==> src/rtl/pgp_defines.vh <==
// Purpose: constants for the pin control block
// Assumes: 8-bit register port, addresses as printed
// Notes: included by the pin and top design files; the synchroniser does not include it
// Contract
// RL1: Read-only input levels, bit2 irq pin, bits1:0 pins
// RL2: Output data bits 3..0, reset zero
// RL3: Pin0 function field bits 7:5 selects mode
// RL4: Pin0 code 4 copies irq pin input
// RL5: Pin1 code 4 copies pin0 input
// RL6: Irq pin codes: irq, sequencer, plain, loop
// RL7: Polarity bit 4, one means active low
// RL8: Pull-down bit 3, pull-up bit 2
// RL9: Bit 1 selects push-pull over open drain
// RL10: Bit 0 makes the pin an output
// RL11: Bit 6 inverts data line output
// RL12: Bits 1:0 select buck1 alternate source
// RL13: Bits 3:2 select buck2 alternate source
// RL14: Bits 5:4 override buck3 with buck2 alternate
// RL15: Source codes: never, pin0, pin1, irq pin
// RL16: Bit 7: both pins choose buck2 target
// RL17: Power-up slots held for all four outputs
// RL18: Power-down slots held for all four outputs
// RL19: Pin event masks suppress interrupt assertion
// RL20: Active-low outputs drive inverted value
`ifndef PGP_DEFINES_VH
`define PGP_DEFINES_VH
`define PGP_A_IN 8'h17
`define PGP_A_OUT 8'h18
`define PGP_A_CFG0 8'h19
`define PGP_A_CFG1 8'h1a
`define PGP_A_CFGI 8'h1b
`define PGP_A_VSEL 8'h1c
`define PGP_A_UP 8'h1d
`define PGP_A_DN 8'h1e
`define PGP_A_SDAS 8'h1f
`define PGP_A_IRQS 8'h20
`define PGP_RST 8'h00
`define PGP_F_HI 7
`define PGP_F_LO 5
`define PGP_B_POL 4
`define PGP_B_PD 3
`define PGP_B_PU 2
`define PGP_B_PP 1
`define PGP_B_OE 0
`define PGP_B_SDAPOL 6
`define PGP_B_TWO 7
`define PGP_FN_PLAIN 3'h0
`define PGP_FN_SEQ 3'h1
`define PGP_FN_EXTI 3'h2
`define PGP_FN_EXTPD 3'h3
`define PGP_FN_LOOP 3'h4
`define PGP_FN_MUTE 3'h5
`define PGP_FI_IRQ 3'h0
`define PGP_FI_PLAIN 3'h2
`define PGP_SRC_NONE 2'h0
`define PGP_SRC_P0 2'h1
`define PGP_SRC_P1 2'h2
`define PGP_SRC_IRQ 2'h3
`define PGP_T_NORM 2'h0
`define PGP_T_ALT2 2'h1
`define PGP_T_ALT1 2'h2
`define PGP_T_ALT3 2'h3
`endif

==> src/rtl/pgp_pin.v <==
// Purpose: drive logic of one configurable pin
// Assumes: cfg is the pin's configuration byte
// Notes: open drain only ever pulls low
`timescale 1ns/10ps
`include "pgp_defines.vh"
module pgp_pin (
    input wire clk,
    input wire sys_rst,
    input wire [7:0] cfg,
    input wire value,
    input wire drive,
    output reg pin_o,
    output reg pin_oe_n,
    output reg pull_up,
    output reg pull_down
);
    wire lvl;
    assign lvl = value ^ cfg[`PGP_B_POL]; // RL7 RL20
    always @(posedge clk) begin
        if (sys_rst) begin
            pin_o <= 1'b0;
            pin_oe_n <= 1'b1;
            pull_up <= 1'b0;
            pull_down <= 1'b0;
        end else begin
            pull_down <= cfg[`PGP_B_PD]; // RL8
            pull_up <= cfg[`PGP_B_PU]; // RL8
            pin_o <= lvl;
            // Open drain releases for a high level
            pin_oe_n <= ~(drive & (cfg[`PGP_B_PP] | ~lvl)); // RL9 RL10
        end
    end
endmodule // pgp_pin

==> src/rtl/pgp_sync.v <==
// Purpose: two-stage synchroniser for pin levels
// Assumes: single clock, synchronous reset
// Notes: first stage is read only by the second
`timescale 1ns/10ps
module pgp_sync (
    input wire clk,
    input wire sys_rst,
    input wire din,
    output reg dout
);
    reg meta_r;
    always @(posedge clk) begin
        if (sys_rst) begin
            meta_r <= 1'b0;
            dout <= 1'b0;
        end else begin
            meta_r <= din;
            dout <= meta_r;
        end
    end
endmodule // pgp_sync

==> src/rtl/pgp_top.v <==
// Purpose: pin control block of the power manager
// Assumes: registers reached by an 8-bit byte port
// Notes: sequencer, bucks and irq masking lie outside
`timescale 1ns/10ps
`include "pgp_defines.vh"
module pgp_top (
    input wire clk,
    input wire sys_rst,
    input wire reg_wr,
    input wire reg_rd,
    input wire [7:0] reg_addr,
    input wire [7:0] reg_wdata,
    output reg [7:0] reg_rdata,
    input wire pin0_i,
    input wire pin1_i,
    input wire irq_pin_i,
    output wire pin0_o,
    output wire pin0_oe_n,
    output wire pin0_pu,
    output wire pin0_pd,
    output wire pin1_o,
    output wire pin1_oe_n,
    output wire pin1_pu,
    output wire pin1_pd,
    output wire irq_pin_o,
    output wire irq_pin_oe_n,
    output wire irq_pin_pu,
    output wire irq_pin_pd,
    input wire sda_gpo_en,
    output reg sda_o,
    input wire [1:0] seq_drive,
    input wire seq_irq_drive,
    input wire seq_sda_drive,
    input wire irq_request,
    input wire [1:0] pin0_event_mask,
    output reg [1:0] pin_event,
    output reg [1:0] ext_power_down,
    output reg mute_request,
    output reg [1:0] buck1_target_sel,
    output reg [1:0] buck2_target_sel,
    output reg [1:0] buck3_target_sel,
    output reg [7:0] up_slots_r,
    output reg [7:0] dn_slots_r,
    output reg [7:0] sda_slots_r,
    output reg [7:0] irq_slots_r
);
    // *****************************
    // Registers
    // *****************************
    reg [3:0] out_r;
    reg [7:0] cfg0_r;
    reg [7:0] cfg1_r;
    reg [7:0] cfgi_r;
    reg [7:0] vsel_r;
    wire p0_s;
    wire p1_s;
    wire pi_s;
    wire [2:0] in_lvl;
    wire [2:0] pin0_function;
    wire [2:0] pin1_function;
    wire [2:0] irq_pin_function;
    assign pin0_function = cfg0_r[`PGP_F_HI:`PGP_F_LO];
    assign pin1_function = cfg1_r[`PGP_F_HI:`PGP_F_LO];
    assign irq_pin_function = cfgi_r[`PGP_F_HI:`PGP_F_LO];

    pgp_sync u_s0 (.clk(clk), .sys_rst(sys_rst), .din(pin0_i), .dout(p0_s));
    pgp_sync u_s1 (.clk(clk), .sys_rst(sys_rst), .din(pin1_i), .dout(p1_s));
    pgp_sync u_si (.clk(clk), .sys_rst(sys_rst), .din(irq_pin_i), .dout(pi_s));
    assign in_lvl = {pi_s, p1_s, p0_s}; // RL1

    always @(posedge clk) begin
        if (sys_rst) begin
            out_r <= 4'h0; // RL2
            cfg0_r <= `PGP_RST;
            cfg1_r <= `PGP_RST;
            cfgi_r <= `PGP_RST;
            vsel_r <= `PGP_RST;
            up_slots_r <= `PGP_RST; // RL17
            dn_slots_r <= `PGP_RST; // RL18
            sda_slots_r <= `PGP_RST;
            irq_slots_r <= `PGP_RST;
        end else if (reg_wr) begin
            case (reg_addr)
                `PGP_A_OUT: out_r <= reg_wdata[3:0]; // RL2
                `PGP_A_CFG0: cfg0_r <= reg_wdata; // RL3
                `PGP_A_CFG1: cfg1_r <= reg_wdata; // RL5
                `PGP_A_CFGI: cfgi_r <= reg_wdata; // RL6
                `PGP_A_VSEL: vsel_r <= reg_wdata;
                `PGP_A_UP: up_slots_r <= reg_wdata; // RL17
                `PGP_A_DN: dn_slots_r <= reg_wdata; // RL18
                `PGP_A_SDAS: sda_slots_r <= reg_wdata; // RL17 RL18
                `PGP_A_IRQS: irq_slots_r <= reg_wdata; // RL17 RL18
                default: ;
            endcase
        end
    end

    // Unmapped reads return zero
    always @(posedge clk) begin
        if (sys_rst) begin
            reg_rdata <= 8'h00;
        end else if (reg_rd) begin
            case (reg_addr)
                `PGP_A_IN: reg_rdata <= {5'h00, in_lvl}; // RL1
                `PGP_A_OUT: reg_rdata <= {4'h0, out_r};
                `PGP_A_CFG0: reg_rdata <= cfg0_r;
                `PGP_A_CFG1: reg_rdata <= cfg1_r;
                `PGP_A_CFGI: reg_rdata <= cfgi_r;
                `PGP_A_VSEL: reg_rdata <= vsel_r;
                `PGP_A_UP: reg_rdata <= up_slots_r;
                `PGP_A_DN: reg_rdata <= dn_slots_r;
                `PGP_A_SDAS: reg_rdata <= sda_slots_r;
                `PGP_A_IRQS: reg_rdata <= irq_slots_r;
                default: reg_rdata <= 8'h00;
            endcase
        end
    end

    // *****************************
    // Function selection
    // *****************************
    reg v0, d0, v1, d1, vi, di;
    always @* begin
        v0 = out_r[0];
        d0 = cfg0_r[`PGP_B_OE]; // RL10
        case (pin0_function)
            `PGP_FN_SEQ: begin v0 = seq_drive[0]; d0 = 1'b1; end // RL3
            `PGP_FN_LOOP: begin v0 = pi_s; d0 = 1'b1; end // RL4
            `PGP_FN_EXTI, `PGP_FN_EXTPD, `PGP_FN_MUTE: d0 = 1'b0; // RL3
            default: ;
        endcase
        v1 = out_r[1];
        d1 = cfg1_r[`PGP_B_OE];
        case (pin1_function)
            `PGP_FN_SEQ: begin v1 = seq_drive[1]; d1 = 1'b1; end
            `PGP_FN_LOOP: begin v1 = p0_s; d1 = 1'b1; end // RL5
            `PGP_FN_EXTI, `PGP_FN_EXTPD, `PGP_FN_MUTE: d1 = 1'b0; // RL5
            default: ;
        endcase
        vi = out_r[2];
        di = 1'b0;
        case (irq_pin_function)
            `PGP_FI_IRQ: begin vi = irq_request; di = 1'b1; end // RL6
            `PGP_FN_SEQ: begin vi = seq_irq_drive; di = 1'b1; end // RL6
            `PGP_FI_PLAIN: di = cfgi_r[`PGP_B_OE]; // RL6
            `PGP_FN_LOOP: begin vi = p1_s; di = 1'b1; end // RL6
            default: ;
        endcase
    end

    pgp_pin u_p0 (.clk(clk), .sys_rst(sys_rst), .cfg(cfg0_r), .value(v0), .drive(d0),
        .pin_o(pin0_o), .pin_oe_n(pin0_oe_n), .pull_up(pin0_pu), .pull_down(pin0_pd));
    pgp_pin u_p1 (.clk(clk), .sys_rst(sys_rst), .cfg(cfg1_r), .value(v1), .drive(d1),
        .pin_o(pin1_o), .pin_oe_n(pin1_oe_n), .pull_up(pin1_pu), .pull_down(pin1_pd));
    pgp_pin u_pi (.clk(clk), .sys_rst(sys_rst), .cfg(cfgi_r), .value(vi), .drive(di),
        .pin_o(irq_pin_o), .pin_oe_n(irq_pin_oe_n), .pull_up(irq_pin_pu),
        .pull_down(irq_pin_pd));

    // *****************************
    // Inputs, events, buck select
    // *****************************
    // Active-low inputs are normalised for events, power-down and mute; buck select uses raw levels
    wire a0, a1;
    assign a0 = p0_s ^ cfg0_r[`PGP_B_POL]; // RL7
    assign a1 = p1_s ^ cfg1_r[`PGP_B_POL]; // RL7
    wire ai;
    assign ai = pi_s ^ cfgi_r[`PGP_B_POL]; // RL7
    wire [3:0] srcs;
    assign srcs = {pi_s, p1_s, p0_s, 1'b0}; // RL15
    wire [1:0] s1, s2, s3;
    assign s1 = vsel_r[1:0];
    assign s2 = vsel_r[3:2];
    assign s3 = vsel_r[5:4];
    wire sda_val;
    assign sda_val = sda_gpo_en ? seq_sda_drive : out_r[3];

    always @(posedge clk) begin
        if (sys_rst) begin
            sda_o <= 1'b0;
            pin_event <= 2'h0;
            ext_power_down <= 2'h0;
            mute_request <= 1'b0;
            buck1_target_sel <= `PGP_T_NORM;
            buck2_target_sel <= `PGP_T_NORM;
            buck3_target_sel <= `PGP_T_NORM;
        end else begin
            sda_o <= sda_val ^ vsel_r[`PGP_B_SDAPOL]; // RL11
            pin_event[0] <= a0 & (pin0_function == `PGP_FN_EXTI) & ~pin0_event_mask[0]; // RL19
            pin_event[1] <= a1 & (pin1_function == `PGP_FN_EXTI) & ~pin0_event_mask[1]; // RL19
            ext_power_down <= {a1 & (pin1_function == `PGP_FN_EXTPD),
                a0 & (pin0_function == `PGP_FN_EXTPD)};
            mute_request <= (a0 & (pin0_function == `PGP_FN_MUTE))
                | (a1 & (pin1_function == `PGP_FN_MUTE))
                | (ai & (irq_pin_function == `PGP_FN_MUTE)); // RL6
            if (vsel_r[`PGP_B_TWO]) begin
                buck1_target_sel <= `PGP_T_NORM; // RL16
                buck3_target_sel <= `PGP_T_NORM; // RL16
                case ({p1_s, p0_s})
                    2'b01: buck2_target_sel <= `PGP_T_ALT2;
                    2'b10: buck2_target_sel <= `PGP_T_ALT1;
                    2'b11: buck2_target_sel <= `PGP_T_ALT3;
                    default: buck2_target_sel <= `PGP_T_NORM;
                endcase
            end else begin
                buck1_target_sel <= srcs[s1] ? `PGP_T_ALT1 : `PGP_T_NORM; // RL12
                buck2_target_sel <= srcs[s2] ? `PGP_T_ALT2 : `PGP_T_NORM; // RL13
                buck3_target_sel <= srcs[s3] ? `PGP_T_ALT2 : `PGP_T_NORM; // RL14
            end
        end
    end
endmodule // pgp_top

==> config.mk <==
export PLATFORM = sky130hd
export DESIGN_NAME = pgp_top
export DESIGN_NICKNAME = d
export VERILOG_FILES = /design/src/rtl/pgp_pin.v /design/src/rtl/pgp_sync.v /design/src/rtl/pgp_top.v
export VERILOG_INCLUDE_DIRS = /design/src /design/src/rtl
export SDC_FILE = /design/constraint.sdc
export NUM_CORES = 1
export LEC_CHECK = 0
export ABC_AREA = 1
export BUFFER_PORTS_ARGS = -buffer_cell sky130_fd_sc_hd__buf_2
export CAP_MARGIN = 20
export CORE_ASPECT_RATIO = 1.25
export CORE_MARGIN = 4
export CORE_UTILIZATION = 62
export CTS_BUF_LIST = sky130_fd_sc_hd__clkbuf_4 sky130_fd_sc_hd__clkbuf_8
export DETAILED_ROUTE_END_ITERATION = 12
export GPL_TIMING_DRIVEN = 1
export PLACE_DENSITY = 0.95
export SYNTH_ARGS = -nofsm -noshare
export SYNTH_HDL_FRONTEND = slang
export SYNTH_HIERARCHICAL = 1
export SYNTH_SLANG_ARGS = --single-unit
==> constraint.sdc <==
create_clock -name clk -period 3.5 [get_ports clk]
set_input_delay 0.35 -clock clk [delete_from_list [all_inputs] [get_ports clk]]
set_output_delay 0.35 -clock clk [all_outputs]
set_load 0.02 [all_outputs]
==> metrics.txt <==
result of the run=finished clean; sequential power share=0.579; Worst Hold Launch=pin0_event_mask[0]; Static Leak=2.307 nW; # diodes=0; IO Count=95; critical path class=input port to register; starting density of the core=0.6480; postcts setup bufs=0; final std cells w/o fill=819; clock share of power=0.350; layout cells sized above 1=0.2132; hold_ws=0.1328 ns; Hold-fix buffers, CTS=0; Reg clk slew, reported paths=0.09 ns; Rel. slew slack=0.4332; Placed Area=5251 µm²; total wire length=13420 µm; Num CTS Buffers=9; Yosys cell types=33; die height=between 100 and 150 µm; fin util=0.7267; post-DR wirelength/cell=between 15 and 20 µm; crit path time final=1.932 ns; Syn-to-layout area delta=12.15%; final-report hold violation count=0; post-detail-place hpwl=9796 µm; CP max stage delay=about 0.7 ns; CTS tree=done; worst r2r src=u_s1/dout; PostCTS Resize Cnt=0; Max Cap Violations=0; combinational power share=0.071; H-tree depth=3; minimum setup slack in the final design=about 1.6 ns; Critical Path Source=sys_rst; RSZ-0062 raised after global routing=no; Worst EP required=3.78 ns; CTS root buf=clkbuf_8; Core Rows=35; final instance area=5441 µm²; crit path buf inv count=3; syn avg cell area=around 7.5 µm²; gr usage total=0.2899; worst-path cell chain=buf_2 > inv_1 > buf_4 > nand2_1 > nor4_1; drt first pass iters=5; clk_lat worst skew=about 0.37 ns; Power Density=379.0 nW/µm²; Vias/cell=5.794; die width=87.13 µm; Worst setup SP type=input port; Yosys reg bits=104; crit-path max FO=39; Synth Cell Area=4852 µm²; Net Sw Frac=0.2506; Worst-Margin Slew=0.8493 ns; Final Setup Violations=0; final period utilization=0.5520; Switching Power=0.5167 mW; DRT iter0 DRCs=between 500 and 600; global route overflow=0; Min-Delay Path Class=input port to register; YS warnings=6; gpl congestion=0.9212; first-pass GRT wire length=roughly 21000 µm; setup TNS=0 ns; DRC Markers=0; IO Port Bufs=92; vias=around 4700; Die ar.=9314 µm²; Crit. End Element=register; Max rail drop VDD=roughly 360 µV; pin count of the biggest net entering global routing=40; Clock Tree Buf Depth=2; # clock sinks=roughly 100; vias in the first global route=4491; post-synthesis cell count=643; Slew Viols, Final=0; antenna violations before repair=0; Crit path max-delay family=buffers and inverters; Core ar.=7488 µm²; Worst EP arrival=2.21 ns; # nets final=754; Power, Total=2.062 mW; Int Pwr=~1.5 mW; placed cells=around 800; f_max=517.6 MHz; Seq/Total Area, Yosys=0.4291; Post-DRT Antenna Nets=0; number of fill cells=589; Post-Route Skew=0.006091 ns; dpl ws=1.205 ns; Critical Path Slowest Stage Cell=inv_1
[final timing paths]
check                        to  slack, ns  cells past startpoint
setup / recovery   pin_event[1]       1.57                      5
hold / removal     pin_event[0]       0.13                      2
setup reg to reg  u_pi/pin_oe_n       1.85                      7
hold reg to reg       u_si/dout       0.41                      2
[logic make-up after synthesis]
group | Yosys count | synth area share
buffers and inverters | 132 | 0.1230
xor gates and xnor gates | 2 | 0.003611
and+or+nand+nor | 222 | 0.2481
other | 1 | 0.0007729
AOI/OAI and AO/OA | 182 | 0.1955
DFF | 104 | 0.4291
[registers in the layout, summed over array words and instances, names as in the netlist, 2 cells and up]
signal	cells
pin_event	2
out_r	4
up_slots_r	8
buck2_target_sel	2
sda_slots_r	8
reg_rdata	8
cfg1_r	8
dn_slots_r	8
vsel_r	8
ext_power_down	2
cfgi_r	8
irq_slots_r	8
cfg0_r	8
[cells in the mapped netlist]
master | count | area [µm²]
o21ai_0 | 66 | 330.3
o221ai_1 | 1 | 8.760
nor3_1 | 1 | 5.000
nor4_1 | 4 | 25.02
xnor2_1 | 2 | 17.52
nand2_4 | 7 | 78.83
a32o_1 | 1 | 10.01
dfxtp_1 | 104 | 2082
nand2_2 | 9 | 56.30
nand2_1 | 60 | 225.2
nand3_1 | 64 | 320.3
clkbuf_1 | 7 | 26.28
a21oi_1 | 74 | 370.4
buf_1 | 2 | 7.510
nor2_2 | 5 | 31.28
clkbuf_8 | 2 | 27.53
nand3_4 | 4 | 70.07
nand4_1 | 3 | 18.77
o21ai_1 | 32 | 160.2
buf_2 | 5 | 25.02
nand3_2 | 4 | 40.04
buf_8 | 1 | 15.01
nor2_4 | 3 | 33.78
nor2_8 | 5 | 100.1
inv_1 | 103 | 386.6
buf_6 | 7 | 78.83
buf_4 | 3 | 22.52
conb_1 | 1 | 3.750
o31ai_1 | 1 | 7.510
nor2_1 | 53 | 198.9
o311ai_0 | 1 | 8.760
inv_2 | 2 | 7.510
a21oi_2 | 6 | 52.55
[area by class of cell]
| type | count | area [µm²] | share of cell area |
|---|---|---|---|
| inverters | 105 | 394.1 | 0.07243 |
| multi-input cells | 408 | 2177 | 0.4001 |
| clock inverters | 3 | 25.02 | 0.004599 |
| clock buffers | 12 | 165.2 | 0.03035 |
| well taps | 92 | 115.1 | 0.02115 |
| repair buffers | 95 | 483.0 | 0.08876 |
| flip-flops and latches | 104 | 2082 | 0.3826 |
[power groups by stage]
stage          clock network [mW]  registers, mW  logic, mW
6_report                    0.722           1.19      0.145
5_1_grt                     0.769           1.20      0.157
4_1_cts                     0.724           1.19      0.143
3_5_place_dp                    0           1.22      0.143
3_3_place_gp                    0           1.22      0.137
2_1_floorplan                   0           1.22     0.0880
[layer usage]
| layer | track usage | up-vias | wire, µm |
|---|---|---|---|
| met5 | 0 | - | 0 |
| met1 | 0.3324 | 2169 | 4690 |
| met2 | 0.4891 | 262 | 6741 |
| met3 | 0.05688 | 63 | 1225 |
| met4 | 0.1765 | 0 | 760 |
| li1 | - | 2251 | - |
[worst reg2reg max path, cell delays in order (launching register included)]
cell and delay, ns:
dfxtp_1 0.44, inv_1 0.12, nand2_1 0.06, o21ai_0 0.07, o311ai_0 0.49, nand2_1 0.20, nand3_1 0.12, nand2_1 0.05
[cell usage in the layout, fill, tap and decap left out, drive strengths merged]
cell	n
nor2	66
buf	95
o21ai	98
nand3	72
o31ai	1
clkinv	1
conb	2
nand2	76
xnor2	2
nand4	3
a32o	1
o311ai	1
clkinvlp	1
inv	106
dfxtp	104
o221ai	1
clkbuf	12
nor4	4
a21oi	80
nor3	1
Note: power is estimated with default switching activity, not from simulation.
